[config.mk]
export PLATFORM = sky130hd
export DESIGN_NAME = gate_control
export DESIGN_NICKNAME = d
export VERILOG_FILES = /design/src/common/gate_pkg.sv /design/src/core/cycle_timer.sv /design/src/core/gate_control.sv
export SDC_FILE = /design/constraint.sdc
export NUM_CORES = 1
export LEC_CHECK = 0
export CORE_MARGIN = 2
export CORE_UTILIZATION = 50
export DETAILED_ROUTE_END_ITERATION = 8
export DONT_BUFFER_PORTS = 1
export PLACE_DENSITY_LB_ADDON = 0.12
export SLEW_MARGIN = 0
export SYNTH_ARGS = -nofsm -noshare
export SYNTH_HDL_FRONTEND = slang
export SYNTH_SLANG_ARGS = --single-unit
export TNS_END_PERCENT = 30
[constraint.sdc]
create_clock -name clk -period 2.6 [get_ports clk]
set_clock_uncertainty 0.1 [all_clocks]
set_input_delay 0.26 -clock clk [delete_from_list [all_inputs] [get_ports clk]]
set_output_delay 0.26 -clock clk [all_outputs]
set_load 0.03 [all_outputs]
[src/common/gate_pkg.sv]
package gate_pkg;

    // clock and time bases
    localparam int CLK_PERIOD_NS   = 100;
    localparam int SEC_NS          = 1_000_000_000;
    localparam int BACKOFF_MS      = 500;
    localparam int NS_PER_MS       = 1_000_000;
    localparam int SEC_CYCLES      = SEC_NS / CLK_PERIOD_NS;
    localparam int BACKOFF_CYCLES  = (BACKOFF_MS * NS_PER_MS) / CLK_PERIOD_NS;

    // auto-close delay in whole seconds, zero means off
    localparam int          AUTO_CLOSE_W   = 6;
    localparam logic [5:0]  AUTO_CLOSE_OFF = 6'h00;
    localparam logic [5:0]  AUTO_CLOSE_MAX = 6'h3B;

    // gray codes along idle, opening, opened, closing, reopen, backoff
    typedef enum logic [2:0] {
        ST_IDLE    = 3'h0,
        ST_OPENING = 3'h1,
        ST_OPENED  = 3'h3,
        ST_CLOSING = 3'h2,
        ST_REOPEN  = 3'h6,
        ST_BACKOFF = 3'h7,
        ST_LOCKOUT = 3'h5
    } gate_state_t;

endpackage : gate_pkg

[src/core/cycle_timer.sv]
`timescale 1ns/1ps
module cycle_timer #(
    parameter int LIMIT = 10
) (
    input  wire logic clk,
    input  wire logic resetn,
    input  wire logic run,
    output logic      done
);
    localparam int W = $clog2(LIMIT + 1);

    logic [W-1:0] count;
    wire          at_end = (count == W'(LIMIT - 1));

    // restarts whenever run drops, so every period is a full one
    always_ff @(posedge clk or negedge resetn) begin
        if (!resetn) begin
            count <= '0;
            done  <= 1'b0;
        end else begin
            done <= run && at_end;
            if (!run || at_end) begin
                count <= '0;
            end else begin
                count <= count + 1'b1;
            end
        end
    end
endmodule : cycle_timer

[src/core/gate_control.sv]
// Functional notes
// - separate open, close and stop buttons open, close or halt the gate.
// - held open button overrides stop and keeps reloading the auto-close countdown.
// - open obstruction while moving stops, backs off briefly, stops again.
// - after backoff, auto-close off and gate idle until a fresh command.
// - repeated open obstruction before a limit gives lockout with continuous alarm.
// - close obstruction while moving stops, then reopens gate fully.
// - open obstruction or entrapment during reopening forces lockout and alarm.
// - once close obstruction clears, auto-close expiry closes the gate.
// - reverse contact while closing reopens the gate fully.
// - free-exit loop opens gate and holds it open while triggered.
// - reverse loop while closing reopens the gate fully.
// - shadow loop keeps the gate fully open while asserted.
// - with auto-close set, gate closes after the programmed delay, capped at 59 s, once open.
`timescale 1ns/1ps
module gate_control
    import gate_pkg::*;
#(
    parameter int SEC_TICKS     = SEC_CYCLES,
    parameter int BACKOFF_TICKS = BACKOFF_CYCLES
) (
    input  wire logic                    clk,
    input  wire logic                    resetn,
    input  wire logic                    open_btn,
    input  wire logic                    close_btn,
    input  wire logic                    stop_btn,
    input  wire logic                    open_obstruction_in,
    input  wire logic                    close_obstruction_in,
    input  wire logic                    entrapment_in,
    input  wire logic                    reverse_contact_in,
    input  wire logic                    open_loop_in,
    input  wire logic                    reverse_loop_in,
    input  wire logic                    shadow_loop_in,
    input  wire logic                    open_limit,
    input  wire logic                    close_limit,
    input  wire logic                    lockout_reset,
    input  wire logic [AUTO_CLOSE_W-1:0] auto_close_secs,
    output logic                         motor_open,
    output logic                         motor_close,
    output logic                         alarm,
    output logic                         locked_out
);
    gate_state_t             state;
    gate_state_t             next_state;
    logic                    retry_armed;
    logic                    autoclose_dis;
    logic                    backoff_close;
    logic [AUTO_CLOSE_W-1:0] remaining;
    logic                    sec_tick;
    logic                    backoff_done;

    wire moving       = (state == ST_OPENING) || (state == ST_CLOSING);
    // only the limit ahead counts; the one just left is still made on the first cycle
    wire limit_hit    = ((state == ST_OPENING) && open_limit) || ((state == ST_CLOSING) && close_limit);
    wire open_cmd     = open_btn | open_loop_in | shadow_loop_in;
    wire hold_open    = open_cmd | close_obstruction_in;
    wire reverse_trig = close_obstruction_in | reverse_contact_in | reverse_loop_in | shadow_loop_in;
    wire stop_ok      = stop_btn & ~open_btn;
    wire close_ok     = close_btn & ~hold_open & ~close_limit;
    wire auto_on      = (auto_close_secs != AUTO_CLOSE_OFF) && !autoclose_dis;
    wire count_run    = (state == ST_OPENED) && auto_on && !hold_open;
    wire auto_expire  = count_run && (remaining == AUTO_CLOSE_OFF);
    wire enter_back   = (next_state == ST_BACKOFF) && (state != ST_BACKOFF);
    wire fresh_start  = (state == ST_IDLE) && (next_state != ST_IDLE);
    wire next_backoff_close = enter_back ? (state == ST_OPENING) : backoff_close;
    wire next_motor_open  = (next_state == ST_OPENING) || (next_state == ST_REOPEN)
                            || ((next_state == ST_BACKOFF) && !next_backoff_close);
    wire next_motor_close = (next_state == ST_CLOSING)
                            || ((next_state == ST_BACKOFF) && next_backoff_close);
    wire next_locked      = (next_state == ST_LOCKOUT);

    cycle_timer #(.LIMIT(SEC_TICKS)) u_sec_timer (
        .clk    (clk),
        .resetn (resetn),
        .run    (count_run),
        .done   (sec_tick)
    );

    cycle_timer #(.LIMIT(BACKOFF_TICKS)) u_backoff_timer (
        .clk    (clk),
        .resetn (resetn),
        .run    (state == ST_BACKOFF),
        .done   (backoff_done)
    );

    always_comb begin
        next_state = state;
        case (state)
            ST_IDLE: begin
                if (open_cmd) begin
                    next_state = ST_OPENING;
                end else if (close_ok) begin
                    next_state = ST_CLOSING;
                end
            end
            ST_OPENING: begin
                if (open_obstruction_in) begin
                    next_state = retry_armed ? ST_LOCKOUT : ST_BACKOFF;
                end else if (close_obstruction_in) begin
                    next_state = ST_REOPEN;
                end else if (stop_ok) begin
                    next_state = ST_IDLE;
                end else if (open_limit) begin
                    next_state = ST_OPENED;
                end
            end
            ST_CLOSING: begin
                if (open_obstruction_in) begin
                    next_state = retry_armed ? ST_LOCKOUT : ST_BACKOFF;
                end else if (reverse_trig) begin
                    next_state = ST_REOPEN;
                end else if (open_btn || open_loop_in) begin
                    next_state = ST_OPENING;
                end else if (stop_btn || close_limit) begin
                    next_state = ST_IDLE;
                end
            end
            ST_OPENED: begin
                if (close_ok || auto_expire) begin
                    next_state = ST_CLOSING;
                end
            end
            ST_BACKOFF: begin
                if (backoff_done) begin
                    next_state = ST_IDLE;
                end
            end
            ST_REOPEN: begin
                if (open_obstruction_in || entrapment_in) begin
                    next_state = ST_LOCKOUT;
                end else if (open_limit) begin
                    next_state = ST_OPENED;
                end
            end
            ST_LOCKOUT: begin
                if (lockout_reset) begin
                    next_state = ST_IDLE;
                end
            end
            default: next_state = ST_IDLE;
        endcase
    end

    always_ff @(posedge clk or negedge resetn) begin
        if (!resetn) begin
            state         <= ST_IDLE;
            backoff_close <= 1'b0;
            motor_open    <= 1'b0;
            motor_close   <= 1'b0;
            alarm         <= 1'b0;
            locked_out    <= 1'b0;
        end else begin
            state         <= next_state;
            backoff_close <= next_backoff_close;
            motor_open    <= next_motor_open;
            motor_close   <= next_motor_close;
            alarm         <= next_locked;
            locked_out    <= next_locked;
        end
    end

    // retry memory, set wins over limit clear
    always_ff @(posedge clk or negedge resetn) begin
        if (!resetn) begin
            retry_armed <= 1'b0;
        end else if (enter_back) begin
            retry_armed <= 1'b1;
        end else if (limit_hit || state == ST_LOCKOUT) begin
            retry_armed <= 1'b0;
        end
    end

    // auto-close off until a fresh command
    always_ff @(posedge clk or negedge resetn) begin
        if (!resetn) begin
            autoclose_dis <= 1'b0;
        end else if (enter_back) begin
            autoclose_dis <= 1'b1;
        end else if (fresh_start) begin
            autoclose_dis <= 1'b0;
        end
    end

    // countdown reloads while any hold is present
    always_ff @(posedge clk or negedge resetn) begin
        if (!resetn) begin
            remaining <= AUTO_CLOSE_OFF;
        end else if (!count_run) begin
            remaining <= (auto_close_secs > AUTO_CLOSE_MAX) ? AUTO_CLOSE_MAX : auto_close_secs;
        end else if (sec_tick && remaining != AUTO_CLOSE_OFF) begin
            remaining <= remaining - 1'b1;
        end
    end
endmodule : gate_control

==> summary.txt, run 1 <==
Final layout
  • # diodes: 0
  • Layout cell share with drive strength beyond 1: 0.0730
  • Area Growth Syn to Fin: 9.38%
  • Fillers: 603
  • Multi-input logic area: 1720 sq um
  • FF/Latch Area: 1600 sq um
  • Post-Layout Inst Area: 3730 sq um
  • Layout net count: 392

Routing
  • Router iterations before antenna repair: 5
  • Via count: 2479
  • Initial DRC count: 124
  • Via density per instance: 5.51
  • Antenna-violating nets left: 0
  • DRC viols: 0
  • WL final: 6.23 mm
  • DR WL/cell: 13.9 microns

Die
  • Die H: 86.6 microns
  • Io pins: 25
  • Core area: 6680 sq um
  • Die Wd: 86.6 microns
  • Cell Rows: 30
  • Starting Density: 0.511
  • Die ar.: 7500 sq um

CTS
  • CTS clk-pin slew, worst paths: 60 ps
  • Postcts setup bufs: 0
  • CTS H-tree lvls: 3
  • Post-CTS Resized: 0
  • Max Root-Sink Buffers: 2
  • CTS Buf Count: 9
  • CTS tree: yes
  • Clk Latency, worst-skew pair: 330 ps
  • Clock Sinks: 64
  • Root Buffer: clkbuf_8

Setup path
  • Worst Path Arrival: 2230 ps
  • Worst Setup Path Type: flop to flop
  • Crit Path Max Fanout: 10
  • Worst Setup Start Kind: flop
  • Required @ worst endpoint: 2720 ps
  • Endpoint class of the critical path: flop

Yosys
  • Post-synth top cells: 67 x nor2_1, 64 x dfrtp_1, 28 x nand2_1, 28 x xor2_1, 23 x nand3_1
  • Synth Warn #: 0
  • Most area-consuming cells after synthesis: dfrtp_1 47%, nor2_1 7.4%, xor2_1 7.2%, xnor2_1 5.1%, nand3_1 3.4%
  • Ys async rst share: 1.00
  • Yosys reg bits: 64
  • Sequential element share of the synthesized area: 0.469
  • Avg Cell Area, Syn: 9.53 sq um
  • Cells after synthesis: 358
  • Syn Nets: 383
  • Syn Std Cell Area: 3410 sq um
  • Post-synth top flop: dfrtp_1
  • Count leader, synth: nor2_1
  • Distinct cells, synth: 49
  • Post-synth EDFFs: 0
  • Cell type with the highest aggregate area in the netlist: dfrtp_1
  • Post-synth top area share: 0.469

Timing
  • Crit share post-route: 0.812
  • Fin Hold WS: 28.6 ps
  • Post-route minimum period: 2110 ps
  • Pin slew with the least headroom to its limit: 538 ps
  • Setup TNS: 0 ps
  • Max Freq: 473 MHz
  • RSZ-0062 raised after global routing: false
  • # setup viols final: 0
  • Slew headroom: 0.638
  • Pins Over Slew Limit: 0
  • Hold Vio Cnt, Final: 0

Global route
  • Initial antenna violation count: 0
  • GR peak layer: met2
  • Met2 usage: 0.273
  • Vias in the first global route: 2392
  • Global Route met3 Usage: 0.0343
  • All-Layer GR Usage: 0.182
  • Pin count of the biggest net entering global routing: 65
  • Met1 Usage GRT: 0.250
  • Total congestion overflow: 0
  • First-pass GRT wire length: 10.7 mm

Pwr
  • Pleak: 1.49 nW
  • PwrDens: 690 nW/um^2
  • Worst VDD drop: 321 uV

Run status
  • Status: completed

Placement
  • Post-DP HPWL: 4.30 mm
  • Port Buffers: 0
  • Placer congestion estimate: 0.883
  • Placed Area: 3480 sq um

Worst hold path
  • Min-Delay Path Class: primary input to flop

Job
  • Max-cap check violation count: 0
## worst paths after layout
kind,from,to,slack (ps),cells after the start
hold reg to reg,backoff_close,backoff_close,390,1
max in group asynchronous,resetn,remaining[2],1780,2
setup reg to reg,state[1],backoff_close,490,6
setup / recovery,state[1],backoff_close,490,6
min in group asynchronous,resetn,u_sec_timer.count[17],340,2
hold / removal,close_limit,retry_armed,30,3
## cells by family after synthesis
family / count (synthesis) / synth area share
adder cells (fa/ha/maj): 4 / 0.0147
AND/OR/NAND/NOR: 194 / 0.294
AO/OA/AOI/OAI: 26 / 0.0697
flip-flops: 64 / 0.469
multiplexers: 1 / 0.00293
XOR/XNOR: 48 / 0.123
buffers and inverters: 21 / 0.0264
## sequential cells by signal (all words and copies together) (netlist names), 3 cells and up
name                   count
u_sec_timer.count         24
u_backoff_timer.count     23
remaining                  6
state                      3
## worst max-delay path, cell delays in order (launching register included)
cell and delay (ps):
dfrtp_1 490, or3_1 460, nor3_1 340, nor4b_4 110, inv_2 110, nand4_1 150, a32o_1 250
## cell type report
cell class | instances | area share
multi-input combinational | 273 | 0.461
sequential | 64 | 0.429
clock buffer | 14 | 0.0462
timing repair buffer | 9 | 0.0268
tap | 80 | 0.0268
inverter | 10 | 0.0101
## what timing repair did
item / 4_1_cts / 5_1_grt
hold endpoints to repair: 68 / 0
hold buffers: 6 / 0
setup endpoints to repair: 0 / 0
## routing by layer
metal,up-vias,share of wire
met5,-,0
met1,1173,0.50
met4,0,0.022
met3,12,0.036
met2,43,0.44
li1,1251,-
## cells in the final DEF (no fill, tap or decap), types with 4 or more instances in the layout
cell,count
and4_1,6
inv_1,9
nand4_1,12
dlygate4sd3_1,5
nor3_1,11
nor4_1,12
nor2_1,67
a21oi_1,5
dfrtp_1,64
xor2_1,28
o21ai_0,5
nand3_1,23
ha_1,4
xnor2_1,20
nand2_1,28
clkbuf_8,12
or3_1,4
and3_1,9
## per-stage QoR
stage	util	cells	setup WS (ps)	power, mW
finish	0.559	450	488	2.58
global route	0.559	450	291	2.73
CTS	0.559	450	480	2.61
detailed placement	0.521	430	488	1.81
global placement	0.521	430	520	1.81
floorplan	-	358	491	1.71
## power breakdown
part	leakage, nW	switching [mW]	internal, mW
sequential	0.867	0.133	1.07
clock	0.0886	0.336	0.415
combinational	0.535	0.344	0.277
total	1.49	0.813	1.76
Power figures use the tool's default switching activity.
==> run 2, diff against run 1 <==
clock period = 1.77 ns   (was 2.6 ns; I/O delays follow)
==> summary.txt, run 2 (synthesized netlist as in run 1, its figures left out) <==
Setup path
  • Worst Setup Path Type: flop to flop
  • CP max stage delay: 440 ps
  • Crit Path Max Fanout: 6
  • Top Family by Delay on Critical Path: simple AND/OR/NAND/NOR gates
  • Reg-to-Reg Start: state[1]
  • Reg2reg end: backoff_close
  • Worst Path Arrival: 2070 ps
  • WP buf/inv: 1
  • Worst path slowest cell: dfrtp_2
  • CP Cell Sequence: buf_4 -> mux2i_1 -> nand3_1 -> nor2b_1 -> o2111ai_4 -> nand4_1 -> a32o_1
  • Required @ worst endpoint: 1880 ps
  • CP startpoint: state[1]
  • Endpoint class of the critical path: flop
  • Worst Setup Start Kind: flop
  • R2R Setup Slk: -190 ps
  • R2R cell count: 7

Final layout
  • Commonest non-fill, non-tap cell in the layout: buf_4
  • Post-Layout Inst Area: 4520 sq um
  • Max reg flops: 24
  • Area Growth Syn to Fin: 32.4%
  • Most frequent cells in the layout: 67 x buf_4, 64 x nor2_1, 62 x dfrtp_1
  • # diodes: 0
  • Largest register by flop count: u_sec_timer.count
  • Final core utilization: 0.677
  • Largest regs: u_sec_timer.count: 24 flops, u_backoff_timer.count: 23 flops, remaining: 6 flops
  • Multi-input logic area: 1870 sq um
  • Fillers: 541
  • Layout cell share with drive strength beyond 1: 0.290
  • Layout net count: 465
  • FF/Latch Area: 1600 sq um

Global route
  • Total congestion overflow: 0
  • Vias in the first global route: 2827
  • Initial antenna violation count: 0
  • Pin count of the biggest net entering global routing: 65
  • First-pass GRT wire length: 12.1 mm
  • All-Layer GR Usage: 0.204

Placement
  • Port Buffers: 0
  • Post-DP HPWL: 5.13 mm
  • Placed Area: 3990 sq um
  • Placer congestion estimate: 0.901

Routing
  • DR WL/cell: 14.2 microns
  • Initial DRC count: 131
  • Router iterations before antenna repair: 4
  • Via density per instance: 5.37
  • Antenna-violating nets left: 0
  • DRC viols: 0
  • Via count: 2820
  • WL final: 7.48 mm

Die
  • Die H: 86.6 microns
  • Die ar.: 7500 sq um
  • Starting Density: 0.511
  • Core area: 6680 sq um
  • Die Wd: 86.6 microns
  • Io pins: 25
  • Cell Rows: 30

CTS
  • Clk Latency, worst-skew pair: 330 ps
  • Root Buffer: clkbuf_8
  • Max Root-Sink Buffers: 2
  • CTS clk-pin slew, worst paths: 80 ps
  • CTS tree: yes
  • CTS Buf Count: 9
  • Clock Sinks: 64
  • CTS H-tree lvls: 3

Timing
  • Crit share post-route: 1.11
  • Post-route minimum period: 1960 ps
  • Setup TNS: -808 ps
  • Max Freq: 510 MHz
  • Slew headroom: 0.639
  • Worst Slack Setup Final: -191 ps
  • Hold Vio Cnt, Final: 0
  • Pin slew with the least headroom to its limit: 541 ps
  • # setup viols final: 7
  • RSZ-0062 raised after global routing: true
  • Pins Over Slew Limit: 0

Pwr
  • Post-route total power: 4.65 mW
  • PwrDens: 1030 nW/um^2
  • Worst VDD drop: 397 uV
  • Pleak: 1.92 nW

Worst hold path
  • Min-Delay Path Class: primary input to flop
  • WHS Endpoint: remaining[2]
  • Hold_sp: auto_close_secs[2]
  • Hold Crit Depth: 2

Run status
  • Failing checks: negative setup slack
  • Status: complete, but fails checks

Job
  • Max-cap check violation count: 0
[run 2: per-stage QoR]
stage / setup WS, ps / hold slack (ps) / std cells
finish: -191 / 46.6 / 525
global route: -242 / 32.6 / 525
CTS: -155 / -589 / 521
detailed placement: -237 / -216 / 493
global placement: -218 / -216 / 493
floorplan: -250 / -219 / 358
[run 2: timing repair]
action	CTS	global route
setup endpoints to repair	29	53
setup buffers	5	1
gates cloned	0	1
resized for setup	15	20
pin swaps	14	9
hold buffers	7	2
endpoints found under the hold margin	70	64
[run 2: layout make-up]
class,instances,area share
Timing Repair Buffer,82,0.157
Clock buffer,9,0.0274
Sequential cell,64,0.355
Tap cell,80,0.0221
Clock inverter,7,0.0161
Inverter,10,0.00830
Multi-Input combinational cell,273,0.414
[run 2: metal layers]
metal	part of all wire	GRT usage	wire [microns]
met1	0.47	0.271	3550
met2	0.49	0.334	3650
met3	0.026	0.0371	197
met4	0.012	0.0781	87
met5	0	0	0
[run 2: worst max path at each step]
| stage | to | slack (ps) | cells after the start |
|---|---|---|---|
| 4_1_cts | backoff_close | -160 | 8 |
| 3_3_place_gp | autoclose_dis | -220 | 7 |
| 2_1_floorplan | motor_open | -250 | 6 |
| 5_1_grt | backoff_close | -240 | 8 |
| 6_report | backoff_close | -190 | 7 |
| 3_5_place_dp | autoclose_dis | -240 | 7 |
[run 2: report_power, final]
group          total, mW  internal (mW)  switching (mW)
logic               1.70          0.952           0.744
clock network       1.22          0.649           0.567
registers           1.74           1.58           0.161
total               4.65           3.18            1.47
